===== config.mk =====
export PLATFORM = sky130hd
export DESIGN_NAME = caf_filter_top
export DESIGN_NICKNAME = d
export VERILOG_FILES = /design/src/rtl/caf_filter_match.v /design/src/rtl/caf_filter_top.v
export VERILOG_INCLUDE_DIRS = /design/src /design/src/rtl
export SDC_FILE = /design/constraint.sdc
export NUM_CORES = 2
export LEC_CHECK = 0
export ABC_AREA = 1
export BUFFER_PORTS_ARGS = -buffer_cell sky130_fd_sc_hd__buf_2
export CAP_MARGIN = 20
export CORE_ASPECT_RATIO = 0.8
export CORE_MARGIN = 2
export CORE_UTILIZATION = 40
export DETAILED_ROUTE_END_ITERATION = 7
export PLACE_DENSITY = 0.57
export SLEW_MARGIN = 20
export SYNTH_ARGS = -nofsm -noshare
export SYNTH_HDL_FRONTEND = slang
export SYNTH_SLANG_ARGS = --single-unit

===== constraint.sdc =====
create_clock -name clock -period 6.5 [get_ports clock]
set_clock_uncertainty 0.05 [all_clocks]
set_input_delay 0.65 -clock clock [delete_from_list [all_inputs] [get_ports clock]]
set_output_delay 0.65 -clock clock [all_outputs]
set_load 0.1 [all_outputs]

===== src/rtl/caf_consts.vh =====
// Constants for the CAN acceptance filter configuration block.
// Assumes byte addressing on a 32-bit Avalon-MM slave port.
`ifndef CAF_CONSTS_VH
`define CAF_CONSTS_VH

// Byte offsets of the single registers
`define CAF_ADDR_BUFPTR4     8'h00
`define CAF_ADDR_MSKSEL1     8'h04
`define CAF_ADDR_MSKSEL2     8'h08
`define CAF_ADDR_STATUS      8'h0C
`define CAF_ADDR_HITCOUNT    8'h10
// Filter arrays: address[7:6] selects the array, address[5:2] the filter
`define CAF_REGION_SID       2'b01
`define CAF_REGION_EID       2'b10

// Reset values
`define CAF_RST_REG16        16'h0000
`define CAF_RST_ACK          1'b0

// Writable bits of the standard identifier register
`define CAF_SID_WMASK        16'hFFEB
`define CAF_ALL_WMASK        16'hFFFF

// Field positions in the standard identifier register
`define CAF_SID_MSB          15
`define CAF_SID_LSB          5
`define CAF_IDTYPE_BIT       3
`define CAF_EIDHI_MSB        1
`define CAF_EIDHI_LSB        0

// Mask source codes
`define CAF_MSK_NONE         2'b11
`define CAF_MSK_2            2'b10
`define CAF_MSK_1            2'b01
`define CAF_MSK_0            2'b00

// Buffer pointer code that steers hits to the receive FIFO
`define CAF_PTR_FIFO         4'hF

// Widths
`define CAF_SID_W            11
`define CAF_EID_W            18
`define CAF_FILTERS          16

`endif


===== src/rtl/caf_filter_match.v =====
// One acceptance filter: identifier and type comparison for a received frame.
// Assumes settings and frame fields are stable flops on the same clock.
`timescale 1ns/1ps
`include "caf_consts.vh"

module caf_filter_match (
  input  wire [15:0]               stdIdReg,
  input  wire [15:0]               extIdReg,
  input  wire [1:0]                maskSource,
  input  wire [`CAF_SID_W-1:0]     mask0Sid,
  input  wire [`CAF_EID_W-1:0]     mask0Eid,
  input  wire                      mask0IdTypeMatch,
  input  wire [`CAF_SID_W-1:0]     mask1Sid,
  input  wire [`CAF_EID_W-1:0]     mask1Eid,
  input  wire                      mask1IdTypeMatch,
  input  wire [`CAF_SID_W-1:0]     mask2Sid,
  input  wire [`CAF_EID_W-1:0]     mask2Eid,
  input  wire                      mask2IdTypeMatch,
  input  wire [`CAF_SID_W-1:0]     frameSid,
  input  wire [`CAF_EID_W-1:0]     frameEid,
  input  wire                      frameExt,
  output wire                      hit
);

  reg  [`CAF_SID_W-1:0] selSid;
  reg  [`CAF_EID_W-1:0] selEid;
  reg                   selMide;
  wire [`CAF_SID_W-1:0] stdIdMatch;
  wire [`CAF_EID_W-1:0] extIdMatch;
  wire                  sidOk;
  wire                  eidOk;
  wire                  typeOk;

  always @* begin
    case (maskSource)
      `CAF_MSK_0: begin
        selSid  = mask0Sid;
        selEid  = mask0Eid;
        selMide = mask0IdTypeMatch;
      end
      `CAF_MSK_1: begin
        selSid  = mask1Sid;
        selEid  = mask1Eid;
        selMide = mask1IdTypeMatch;
      end
      `CAF_MSK_2: begin
        selSid  = mask2Sid;
        selEid  = mask2Eid;
        selMide = mask2IdTypeMatch;
      end
      default: begin
        // No mask: every bit and the type take part
        selSid  = {`CAF_SID_W{1'b1}};
        selEid  = {`CAF_EID_W{1'b1}};
        selMide = 1'b1;
      end
    endcase
  end

  assign stdIdMatch = stdIdReg[`CAF_SID_MSB:`CAF_SID_LSB];
  assign extIdMatch = {stdIdReg[`CAF_EIDHI_MSB:`CAF_EIDHI_LSB], extIdReg};
  assign sidOk  = ((frameSid ^ stdIdMatch) & selSid) == {`CAF_SID_W{1'b0}};
  // Standard frames carry no extension, so those bits only count for extended frames
  assign eidOk  = ~frameExt | (((frameEid ^ extIdMatch) & selEid) == {`CAF_EID_W{1'b0}});
  assign typeOk = ~selMide | (frameExt == stdIdReg[`CAF_IDTYPE_BIT]);
  assign hit    = sidOk & eidOk & typeOk;

endmodule // caf_filter_match


===== src/rtl/caf_filter_top.v =====
// Acceptance filter settings for sixteen filters and frame matching.
// Assumes an Avalon-MM master on the same clock and frame fields from the
// protocol engine in the same clock domain; mask contents and buffer
// pointers of filters 0-11 come from elsewhere in the controller.
//
// Overview of operation
// - 18-bit extended match: top two bits in standard register, sixteen in own.
// - Each compared extended bit must equal the programmed one for a pass.
// - Type select set accepts only extended frames; clear accepts only standard.
// - Mask type-match bit zero makes the filter ignore its type select.
// - Mask source 11 none, 10 mask 2, 01 mask 1, 00 mask 0.
// - Filters 7..0 mask sources in two-bit fields, filter 7 at top, reset zero.
// - Pointers of filters 14, 13, 12 sit at bits 11-8, 7-4, 3-0.
// - Unimplemented standard identifier register bits always read zero.
// - Pointer 1111 steers hits to FIFO; 1110..0000 to buffers 14..0.
`timescale 1ns/1ps
`include "caf_consts.vh"

module caf_filter_top (
  input  wire                      clock,
  input  wire                      rst,
  input  wire [7:0]                avsAddress,
  input  wire [3:0]                avsByteEnable,
  input  wire                      avsRead,
  input  wire                      avsWrite,
  input  wire [31:0]               avsWriteData,
  output wire [31:0]               avsReadData,
  output wire                      avsWaitRequest,
  input  wire [`CAF_SID_W-1:0]     mask0Sid,
  input  wire [`CAF_EID_W-1:0]     mask0Eid,
  input  wire                      mask0IdTypeMatch,
  input  wire [`CAF_SID_W-1:0]     mask1Sid,
  input  wire [`CAF_EID_W-1:0]     mask1Eid,
  input  wire                      mask1IdTypeMatch,
  input  wire [`CAF_SID_W-1:0]     mask2Sid,
  input  wire [`CAF_EID_W-1:0]     mask2Eid,
  input  wire                      mask2IdTypeMatch,
  input  wire [47:0]               lowBufferPtrs,
  input  wire                      frameValid,
  input  wire [`CAF_SID_W-1:0]     frameSid,
  input  wire [`CAF_EID_W-1:0]     frameEid,
  input  wire                      frameExt,
  output wire                      matchValid,
  output wire                      matchHit,
  output wire [3:0]                matchFilter,
  output wire [3:0]                matchBufferPtr,
  output wire                      matchToFifo,
  output wire [15:0]               filterHits
);

  // Settings storage
  reg  [15:0] stdIdFf [0:`CAF_FILTERS-1];
  reg  [15:0] extIdFf [0:`CAF_FILTERS-1];
  reg  [15:0] maskSel1Ff;
  reg  [15:0] maskSel2Ff;
  reg  [15:0] bufPtr4Ff;
  reg  [15:0] hitCountFf;

  // Bus handshake
  reg         ackFf;
  reg  [31:0] readDataFf;
  reg  [15:0] readValue;
  wire        busReq;
  wire        wrEn;
  wire [1:0]  region;
  wire [3:0]  filterIdx;

  // Match results
  wire [15:0] hitVec;
  reg         matchValidFf;
  reg         matchHitFf;
  reg  [3:0]  matchFilterFf;
  reg  [3:0]  matchBufferPtrFf;
  reg         matchToFifoFf;
  reg  [15:0] filterHitsFf;
  reg         nxt_found;
  reg  [3:0]  nxt_filter;
  reg  [3:0]  nxt_ptr;
  reg  [15:0] nxt_hitCount;

  integer i;
  integer j;

  // Byte-lane merge of a 16-bit register; bits outside wmask stay zero
  function [15:0] mergeWrite;
    input [15:0] oldValue;
    input [31:0] data;
    input [3:0]  be;
    input [15:0] wmask;
    reg   [15:0] merged;
    begin
      merged[7:0]  = be[0] ? data[7:0]  : oldValue[7:0];
      merged[15:8] = be[1] ? data[15:8] : oldValue[15:8];
      mergeWrite   = merged & wmask;
    end
  endfunction

  // Two-bit mask source of filter n from the two selection registers
  function [1:0] maskSourceOf;
    input [15:0] sel1;
    input [15:0] sel2;
    input [3:0]  n;
    reg   [15:0] sel;
    begin
      sel          = n[3] ? sel2 : sel1;
      maskSourceOf = sel[{n[2:0], 1'b0} +: 2];
    end
  endfunction

  // Four-bit buffer pointer of filter n
  function [3:0] bufferPtrOf;
    input [47:0] low;
    input [15:0] high;
    input [3:0]  n;
    begin
      if (n >= 4'hC) begin
        bufferPtrOf = high[{n[1:0], 2'b00} +: 4];
      end else begin
        bufferPtrOf = low[{n, 2'b00} +: 4];
      end
    end
  endfunction

  // One wait state: the request is registered, then answered
  assign busReq         = avsRead | avsWrite;
  assign avsWaitRequest = busReq & ~ackFf;
  assign wrEn           = avsWrite & ackFf;
  assign region         = avsAddress[7:6];
  assign filterIdx      = avsAddress[5:2];
  assign avsReadData    = readDataFf;

  always @* begin
    readValue = 16'h0000;
    if (region == `CAF_REGION_SID) begin
      readValue = stdIdFf[filterIdx] & `CAF_SID_WMASK;
    end else if (region == `CAF_REGION_EID) begin
      readValue = extIdFf[filterIdx];
    end else begin
      case (avsAddress)
        `CAF_ADDR_BUFPTR4:  readValue = bufPtr4Ff;
        `CAF_ADDR_MSKSEL1:  readValue = maskSel1Ff;
        `CAF_ADDR_MSKSEL2:  readValue = maskSel2Ff;
        `CAF_ADDR_STATUS:   readValue = {6'h00, matchHitFf, matchToFifoFf,
                                         matchFilterFf, matchBufferPtrFf};
        `CAF_ADDR_HITCOUNT: readValue = hitCountFf;
        default:            readValue = 16'h0000;
      endcase
    end
  end

  always @(posedge clock) begin
    if (rst) begin
      ackFf      <= `CAF_RST_ACK;
      readDataFf <= 32'h0000_0000;
    end else begin
      ackFf <= busReq & ~ackFf;
      if (avsRead & ~ackFf) begin
        readDataFf <= {16'h0000, readValue};
      end
    end
  end

  // Settings registers; unmapped writes are dropped
  always @(posedge clock) begin
    if (rst) begin
      maskSel1Ff <= `CAF_RST_REG16;
      maskSel2Ff <= `CAF_RST_REG16;
      bufPtr4Ff  <= `CAF_RST_REG16;
      for (i = 0; i < `CAF_FILTERS; i = i + 1) begin
        stdIdFf[i] <= `CAF_RST_REG16;
        extIdFf[i] <= `CAF_RST_REG16;
      end
    end else if (wrEn) begin
      if (region == `CAF_REGION_SID) begin
        stdIdFf[filterIdx] <= mergeWrite(stdIdFf[filterIdx], avsWriteData,
                                         avsByteEnable, `CAF_SID_WMASK);
      end else if (region == `CAF_REGION_EID) begin
        extIdFf[filterIdx] <= mergeWrite(extIdFf[filterIdx], avsWriteData,
                                         avsByteEnable, `CAF_ALL_WMASK);
      end else begin
        case (avsAddress)
          `CAF_ADDR_BUFPTR4: begin
            bufPtr4Ff <= mergeWrite(bufPtr4Ff, avsWriteData, avsByteEnable,
                                    `CAF_ALL_WMASK);
          end
          `CAF_ADDR_MSKSEL1: begin
            maskSel1Ff <= mergeWrite(maskSel1Ff, avsWriteData, avsByteEnable,
                                     `CAF_ALL_WMASK);
          end
          `CAF_ADDR_MSKSEL2: begin
            maskSel2Ff <= mergeWrite(maskSel2Ff, avsWriteData, avsByteEnable,
                                     `CAF_ALL_WMASK);
          end
          default: begin
          end
        endcase
      end
    end
  end

  // Sixteen comparators work in parallel on the same frame
  genvar g;
  generate
    for (g = 0; g < `CAF_FILTERS; g = g + 1) begin : gFilter
      // A genvar cannot be part-selected, so the index is narrowed here
      localparam [3:0] FILTER_IDX = g;
      caf_filter_match uMatch (
        .stdIdReg         (stdIdFf[g]),
        .extIdReg         (extIdFf[g]),
        .maskSource       (maskSourceOf(maskSel1Ff, maskSel2Ff, FILTER_IDX)),
        .mask0Sid         (mask0Sid),
        .mask0Eid         (mask0Eid),
        .mask0IdTypeMatch (mask0IdTypeMatch),
        .mask1Sid         (mask1Sid),
        .mask1Eid         (mask1Eid),
        .mask1IdTypeMatch (mask1IdTypeMatch),
        .mask2Sid         (mask2Sid),
        .mask2Eid         (mask2Eid),
        .mask2IdTypeMatch (mask2IdTypeMatch),
        .frameSid         (frameSid),
        .frameEid         (frameEid),
        .frameExt         (frameExt),
        .hit              (hitVec[g])
      );
    end
  endgenerate

  // Lowest-numbered hitting filter wins when several accept the frame
  always @* begin
    nxt_found  = 1'b0;
    nxt_filter = 4'h0;
    for (j = `CAF_FILTERS - 1; j >= 0; j = j - 1) begin
      if (hitVec[j]) begin
        nxt_found  = 1'b1;
        nxt_filter = j[3:0];
      end
    end
    nxt_ptr = bufferPtrOf(lowBufferPtrs, bufPtr4Ff, nxt_filter);
  end

  // Saturating count of accepted frames; a write restarts it
  always @* begin
    nxt_hitCount = hitCountFf;
    if (wrEn && avsAddress == `CAF_ADDR_HITCOUNT) begin
      nxt_hitCount = 16'h0000;
    end
    if (frameValid && nxt_found && nxt_hitCount != 16'hFFFF) begin
      nxt_hitCount = nxt_hitCount + 16'h0001;
    end
  end

  always @(posedge clock) begin
    if (rst) begin
      matchValidFf     <= 1'b0;
      matchHitFf       <= 1'b0;
      matchFilterFf    <= 4'h0;
      matchBufferPtrFf <= 4'h0;
      matchToFifoFf    <= 1'b0;
      filterHitsFf     <= 16'h0000;
      hitCountFf       <= 16'h0000;
    end else begin
      matchValidFf <= frameValid;
      hitCountFf   <= nxt_hitCount;
      if (frameValid) begin
        matchHitFf       <= nxt_found;
        matchFilterFf    <= nxt_filter;
        matchBufferPtrFf <= nxt_found ? nxt_ptr : 4'h0;
        matchToFifoFf    <= nxt_found & (nxt_ptr == `CAF_PTR_FIFO);
        filterHitsFf     <= hitVec;
      end
    end
  end

  assign matchValid     = matchValidFf;
  assign matchHit       = matchHitFf;
  assign matchFilter    = matchFilterFf;
  assign matchBufferPtr = matchBufferPtrFf;
  assign matchToFifo    = matchToFifoFf;
  assign filterHits     = filterHitsFf;

endmodule // caf_filter_top


=== Yosys cells after proc, flatten, opt, wreduce, memory -nomap -nowiden ===
Memories as Yosys holds them, arrays and structs flattened.
Cells that the tools add are included.

* Output and inout port bits: 60
* Memories: 2
* Bits in writable memories: 480
* Word-level logic and storage cells: 398
* Bits of input ports: 217
* Register bits after elaboration: 108

{| class="wikitable"
|+ Memory list
! memory !! depth !! width !! read ports !! clocked after Yosys merged registers in !! wr ports !! RTL line !! text
|-
| extIdFf || 16 || 16 || 17 || 0 || 16 || caf_filter_top.v:53 || <nowiki>reg [15:0] extIdFf [0:`CAF_FILTERS-1];</nowiki>
|-
| stdIdFf || 16 || 14 || 17 || 0 || 16 || caf_filter_top.v:52 || <nowiki>reg [15:0] stdIdFf [0:`CAF_FILTERS-1];</nowiki>
|}

* Add/sub/neg operators: 1
* Multiplexer cells: 108
* Bitwise operators: 153
* Equality and inequality tests: 56
* Shifts and indexed selects: 2
* $lt $le $gt $ge: 1
* Reductions and logical operators: 60

{| class="wikitable"
|+ Operator list
! cell !! count
|-
| $pmux 18 s3 || 16
|-
| $pmux 11 s3 || 16
|-
| $and 18x18->18 || 16
|-
| $logic_not 18->1 || 16
|-
| $xor 18x18->18 || 16
|-
| $and 11x11->11 || 16
|-
| $logic_not 11->1 || 16
|-
| $xor 11x11->11 || 16
|-
| $mux 16 || 5
|-
| $mux 4 || 20
|-
| $pmux 16 s5 || 1
|-
| $pmux 1 s3 || 16
|-
| $shiftx 48x7->4 || 1
|-
| $and 1x1->1 || 36
|-
| $eq 2x1->1 const B || 17
|-
| $eq 2x2->1 const B || 17
|-
| $or 1x1->1 || 33
|-
| $logic_not 2->1 || 16
|-
| $mux 8 || 4
|-
| $reduce_and 5->1 || 6
|-
| $mux 1 || 29
|-
| $not 1->1 || 20
|-
| $add 16x1->16 const B || 1
|-
| $eq 1x1->1 || 16
|-
| other kinds (12) || 15
|}

=== Logic depth before layout (Yosys ltp) ===
* Depth after elaboration: 27
* Mapped depth: 39
* Depth with buffers taken out: 37

=== By module ===
From an unflattened synthesis, not the netlist that was laid out.

* Cell total of the unflattened synthesis: 6028
* Area, all modules: 43230.2 µm²

{| class="wikitable"
|+ Modules (own cells, without submodules)
! module !! instances !! cells an instance !! sequential area each (µm²) !! area each (µm²)
|-
| caf_filter_top || 1 || 2540 || 16575.9 || 26073.8
|-
| caf_filter_match || 16 || 218 || 0.0 || 1072.3
|}

=== Least setup slack after synthesis ===
Ideal clock, no wire load.

* Path type: input to register
* Start point: input port avsAddress[3]
* End point: register hitCountFf[11]
* Data required time: 6.328 ns
* Buffers on the path: 2
* Setup slack: 3.099 ns
* Setup time: 0.122 ns
* Arrival time: 3.229 ns
* Stages: 21
* Cell sequence: clkbuf_1 > nor2_1 > nand2_1 > nor2_1 > inv_1 > nor2_1 > buf_2 > nor2_1 > ha_1 > nand2_1 > nor2_1 > nand3_1 > nor3_1 > nand3_1 > nand2_4 > nor2_2 > nand2_2 > nor2_2 > nand2_1 > nor3_1 > nor3b_2

* Longest elaborated chain between the ends: 6
* Elaborated cells between the ends (all ways): 7
* Those cells by class: add/sub (1); eq/ne (2); mux (2); reduce/logical (2)

{| class="wikitable"
|+ RTL lines
! element !! RTL line !! text
|-
| start, declared || caf_filter_top.v:22 || <nowiki>input wire [7:0] avsAddress,</nowiki>
|-
| $eq 8x5->1 * || n/a ||
|-
| $logic_and 1x1->1 (no source line) * || n/a ||
|-
| $mux 16 * || caf_filter_top.v:244 || <nowiki>if (wrEn && avsAddress == `CAF_ADDR_HITCOUNT) begin</nowiki>
|-
| branches (longest 2 deep; another with $add 16x1->16) || n/a ||
|-
| $mux 16 * || caf_filter_top.v:247 || <nowiki>if (frameValid && nxt_found && nxt_hitCount != 16'hFFFF) begin</nowiki>
|-
| end signal, assigned || caf_filter_top.v:263 || <nowiki>hitCountFf <= nxt_hitCount;</nowiki>
|-
| end, declared || caf_filter_top.v:57 || <nowiki>reg [15:0] hitCountFf;</nowiki>
|}

Mark *: on every way between the ends.
A chain may end at the register's enable or synchronous reset.

=== Final worst setup path ===
* Start point: register maskSel1Ff[9]
* End point: register hitCountFf[12]

* Longest elaborated chain between the ends: 15
* Elaborated cells between the ends (all ways): 23
* Those cells by class: eq/ne (2); mux (9); bitwise (7); reduce/logical (5)

{| class="wikitable"
|+ RTL lines
! element !! RTL line !! text
|-
| start, declared || caf_filter_top.v:54 || <nowiki>reg [15:0] maskSel1Ff;</nowiki>
|-
| start signal, assigned || caf_filter_top.v:166 || <nowiki>maskSel1Ff <= `CAF_RST_REG16;</nowiki>
|-
| start signal, assigned || caf_filter_top.v:187 || <nowiki>maskSel1Ff <= mergeWrite(maskSel1Ff, avsWriteData, avsByteEnable,</nowiki>
|-
| $eq 2x2->1 (tied with other cells) || caf_filter_match.v:35 || <nowiki>case (maskSource)</nowiki>
|-
| $pmux 18 s3 || caf_filter_match.v:35 ||
|-
| $and 18x18->18 || caf_filter_match.v:64 || <nowiki>assign eidOk = ~frameExt | (((frameEid ^ extIdMatch) & selEid) == {`CAF_EID_W{1'b0}});</nowiki>
|-
| $logic_not 18->1 || caf_filter_match.v:64 ||
|-
| $or 1x1->1 || caf_filter_match.v:64 ||
|-
| $and 1x1->1 || caf_filter_match.v:66 || <nowiki>assign hit = sidOk & eidOk & typeOk;</nowiki>
|-
| $and 1x1->1 * || caf_filter_match.v:66 ||
|-
| $mux 1 * (5 in series) || caf_filter_top.v:233 || <nowiki>if (hitVec[j]) begin</nowiki>
|-
| $logic_and 1x1->1 * (2 in series) || caf_filter_top.v:247 ||
|-
| $mux 16 * || caf_filter_top.v:247 ||
|}

Mark *: on every way between the ends. The rest lies on a longest branch, timed or not.

==> impl_table.tex <==
\begin{tabular}{lr}
\hline
Metric & Value \\
\hline
\multicolumn{2}{l}{\textbf{Synthesis}} \\
\quad Largest family of logic cells by synthesized area & simple AND/OR/NAND/NOR gates \\
\quad Share of synthesized area occupied by flip-flops and latches & 0.3874 \\
\quad Synthesis Warnings & 0 \\
\quad Async SR Flop Fraction & 0 \\
\quad Basic-gate share of the synthesized area counting and, or, nand and nor cells & 0.2288 \\
\quad Leading register cell type out of synthesis & edfxtp\_1 \\
\quad Multiplexer area fraction after synthesis & 0.006551 \\
\quad Netlist area before placement & between 40000 and 50000 sq um \\
\quad Count of unique library cells instantiated by Yosys & 56 \\
\quad Synthesized-area fraction occupied by ao, oa, aoi and oai cells & 0.2035 \\
\quad Synthesis-stage register bit count & 588 \\
\quad Post-Synth Adder-Cell Area & 0.001462 \\
\quad Post-synthesis instance total & 5668 \\
\quad Average footprint of a synthesized cell & 7.548 sq um \\
\quad XOR/XNOR Fraction of Synth Area & 0.09868 \\
\quad Number of synthesized flops with an enable pin & 480 \\
\multicolumn{2}{l}{\textbf{Cells and area}} \\
\quad Register area & around 17000 sq um \\
\quad Final Net Count & around 5800 \\
\quad Final standard cell count with taps included and fillers excluded & slightly above 7000 \\
\quad Area occupied by multi-input gates & 23300 sq um \\
\quad Proportion of layout cells with a drive suffix above 1 & 0.1022 \\
\quad Area added between synthesis and finish & 10.02\% \\
\quad Leading cell type in the layout, fill and taps excluded & nand2\_1 \\
\quad Post-route cell area & approximately 47000 sq um \\
\quad Number of fillers in the final layout & 10750 \\
\quad Commonest cells after routing, fill and taps aside & nand2\_1, nor2\_1, o21ai\_0 \\
\multicolumn{2}{l}{\textbf{Clock network}} \\
\quad Hold buffers post-CTS & 0 \\
\quad Clock root buffer master & clkbuf\_16 \\
\quad Post\_cts resized & 0 \\
\quad Number of clock buffers inserted by TritonCTS & between 70 and 80 \\
\quad Clock latency reported for the late side of the worst-skew pair & about 0.66 ns \\
\quad Sinks on the clock net & roughly 590 \\
\quad Post-CTS setup buffer count & 0 \\
\quad Clock tree from TritonCTS & yes \\
\quad Number of buffers on the longest clock path & 3 \\
\quad Depth of the CTS H-tree & 3 \\
\quad CTS clock-pin slew for the worst setup and hold paths & $\sim$0.06 ns \\
\multicolumn{2}{l}{\textbf{Power}} \\
\quad Maximum resistive drop on vdd & approximately 170 uV \\
\quad Leakage component of the power & between 15 and 20 nW \\
\quad Total power density per cell area & about 220 nW/um\^{}2 \\
\quad Total power & 10.49 mW \\
\multicolumn{2}{l}{\textbf{Route}} \\
\quad Post-detailed-route via-to-cell ratio & 6.369 \\
\quad Number of routed nets with antenna violations & 0 \\
\quad Detailed router's first-iteration violation count & approximately 7000 \\
\quad Total wirelength of the detailed-routed design & $\sim$210000 um \\
\quad Mean routed wirelength per cell & about 30 um \\
\quad Residual DRC count & 0 \\
\quad Pre-antenna DRT Iters & 6 \\
\quad Number of vias in the routed layout & $\sim$45000 \\
\multicolumn{2}{l}{\textbf{Timing}} \\
\quad Tightest Pin Transition & roughly 1.3 ns \\
\quad Final setup TNS & 0 ns \\
\quad RSZ-0062 raised after global routing & false \\
\quad Final Hold Vio Count & 0 \\
\quad Hold Worst Slack & about 0.24 ns \\
\quad Worst slew margin & 0.1498 \\
\quad Final count of negative-setup-slack endpoints & 0 \\
\quad Time the final worst path needs with I/O delays and setup & about 5.7 ns \\
\quad Period Utilization, post-route & 0.8801 \\
\quad Upper clock frequency limit & about 170 MHz \\
\quad Number of max-slew violations in the final report & 0 \\
\multicolumn{2}{l}{\textbf{GRT}} \\
\quad Wire length of the first global-routing pass & just under 300000 um \\
\quad Initial antenna violation count & 9 \\
\quad Global route total overflow & 0 \\
\quad Gr usage total & 0.3717 \\
\quad Pin count of the biggest net entering global routing & 86 \\
\quad Vias in the first global route & between 40000 and 50000 \\
\multicolumn{2}{l}{\textbf{Die}} \\
\quad Placeable Area & between 100000 and 150000 sq um \\
\quad DIE HEIGHT & roughly 300 um \\
\quad Cell Rows & roughly 110 \\
\quad Number of placed I/O pins & between 200 and 300 \\
\quad Initial Utilization & 0.4025 \\
\quad X dimension of the die & between 300 and 400 um \\
\quad Die Outline Area & between 100000 and 150000 sq um \\
\multicolumn{2}{l}{\textbf{Worst setup path}} \\
\quad Worst-case register-to-register setup slack & between 0.7 and 0.8 ns \\
\quad Max stage delay on crit path & 0.76 ns \\
\quad Required time of the worst setup path & 7.00 ns \\
\quad Setup crit start kind & flip-flop \\
\quad Arrival time at the worst endpoint & about 6.2 ns \\
\quad Crit end category & flip-flop \\
\quad Cell family with most CP delay & simple AND/OR/NAND/NOR gates \\
\quad Setup Crit Path Kind & flip-flop to flip-flop \\
\quad Number of buffer and inverter stages on the critical path & 4 \\
\quad Most prevalent standard cell on the critical path & nand2\_1 \\
\quad CP max stage cell & o41ai\_1 \\
\quad Worst-path maximum fanout & 18 \\
\multicolumn{2}{l}{\textbf{Placement}} \\
\quad Placed cell areas & 44680 sq um \\
\quad Port Buffers & between 200 and 250 \\
\quad Routability-driven placement congestion ratio & 1.017 \\
\quad Placed insts & roughly 6900 \\
\quad Final HPWL from detailed placement & between 150000 and 200000 um \\
\multicolumn{2}{l}{\textbf{Run status}} \\
\quad Run status & completed \\
\multicolumn{2}{l}{\textbf{Job}} \\
\quad Max Cap Viol & 0 \\
\multicolumn{2}{l}{\textbf{Worst hold path}} \\
\quad Path category of the worst min-delay check & primary input to flip-flop \\
\hline
\end{tabular}
## cell usage after synthesis, drive strengths merged (3+ instances only)
cell type | number | area share
o21ai | 572 | 0.067
a31oi | 8 | 0.0012
a21oi | 334 | 0.039
clkinv | 9 | 0.00082
ha | 5 | 0.0015
a221o | 3 | 0.00070
buf | 194 | 0.025
a2111o | 20 | 0.0053
a21boi | 22 | 0.0039
o211ai | 4 | 0.00070
a22oi | 240 | 0.042
mux2i | 28 | 0.0066
edfxtp | 480 | 0.34
nor2 | 618 | 0.055
o22ai | 192 | 0.028
dfxtp | 108 | 0.051
nor3 | 23 | 0.0028
nand2 | 1216 | 0.11
nand3b | 15 | 0.0026
nor4 | 3 | 0.00044
nand3 | 376 | 0.044
o41ai | 6 | 0.0014
a221oi | 10 | 0.0020
clkbuf | 341 | 0.030
o2111ai | 30 | 0.0061
nand4 | 98 | 0.014
o221ai | 21 | 0.0043
inv | 198 | 0.017
xor2 | 480 | 0.098
## cell families (layout without fill, tap and decap cells)
| kind of cell | Yosys count | count (layout) |
|---|---|---|
| buffers and inverters | 743 | 714 |
| XOR/XNOR | 482 | 482 |
| other | 1 | 21 |
| multiplexers | 28 | 28 |
| AND/OR/NAND/NOR | 2351 | 2351 |
| AO/OA/AOI/OAI | 1470 | 1470 |
| adder cells (fa/ha/maj) | 5 | 5 |
| flip-flops | 588 | 588 |
## layout make-up
cell class                      count  share of cell area
Multi-Input combinational cell   4352              0.4949
Sequential cell                   588              0.3522
Timing Repair Buffer              375             0.04796
Clock buffer                       92             0.04115
Tap cell                         1417             0.03767
Inverter                          207             0.01672
Clock inverter                     40            0.009118
Antenna cell                        5           0.0002658
## state kept, by name, summed over array words and instances (netlist names)
register and cells:
avsReadData 16, matchValid 1, ackFf 1, matchToFifo 1, stdIdFf 224, matchFilter 4
matchHit 1, extIdFf 256, maskSel2Ff 16, hitCountFf 16, maskSel1Ff 16, bufPtr4Ff 16
matchBufferPtr 4, filterHits 16
## worst paths after layout
check                                     from  cells after the start              to
worst max register to register   maskSel1Ff[9]                     25  hitCountFf[12]
worst min-delay path                   avsRead                      3           ackFf
worst max-delay path             maskSel1Ff[9]                     25  hitCountFf[12]
worst min register to register  hitCountFf[10]                      2  hitCountFf[10]
## power breakdown
group / internal [mW] / switching [mW] / leakage (nW) / total (mW)
Combinational: 0.488 / 1.50 / 11.8 / 1.99
Clock: 2.37 / 1.85 / 1.16 / 4.22
Sequential: 4.19 / 0.0974 / 5.83 / 4.29
Total: 7.05 / 3.44 / 18.7 / 10.5
## worst register-to-register path: stages (launching register included)
cell	delay, ns
dfxtp_1	0.67
inv_1	0.47
nand2_2	0.48
inv_2	0.25
nand2_1	0.11
nand3_1	0.07
nand2_1	0.07
nand2_1	0.05
a221oi_1	0.25
nand2_1	0.20
o41ai_1	0.76
nand3_1	0.43
nand2_1	0.36
nor2_1	0.11
nand2_1	0.12
inv_2	0.05
a21oi_4	0.16
nand2_4	0.11
clkinv_2	0.10
nand3_2	0.11
nor2_1	0.13
nand2_1	0.10
nor3_2	0.18
nand2_1	0.10
nor2_1	0.10
nor2_1	0.05
## stage by stage
step	setup WS (ns)	util
2_1_floorplan	3.099	-
3_3_place_gp	1.210	0.4203
3_5_place_dp	1.172	0.4203
4_1_cts	1.127	0.4426
5_1_grt	0.7072	0.4427
6_report	0.7794	0.4428
## per-layer routing
metal	GRT usage	routed length, um	part of all wire
met1	0.5348	87500	0.41
met2	0.5053	82400	0.39
met3	0.1281	33460	0.16
met4	0.1416	8576	0.040
met5	0.001748	38	0.00018
No activity file was read; power rests on OpenSTA's default activity.
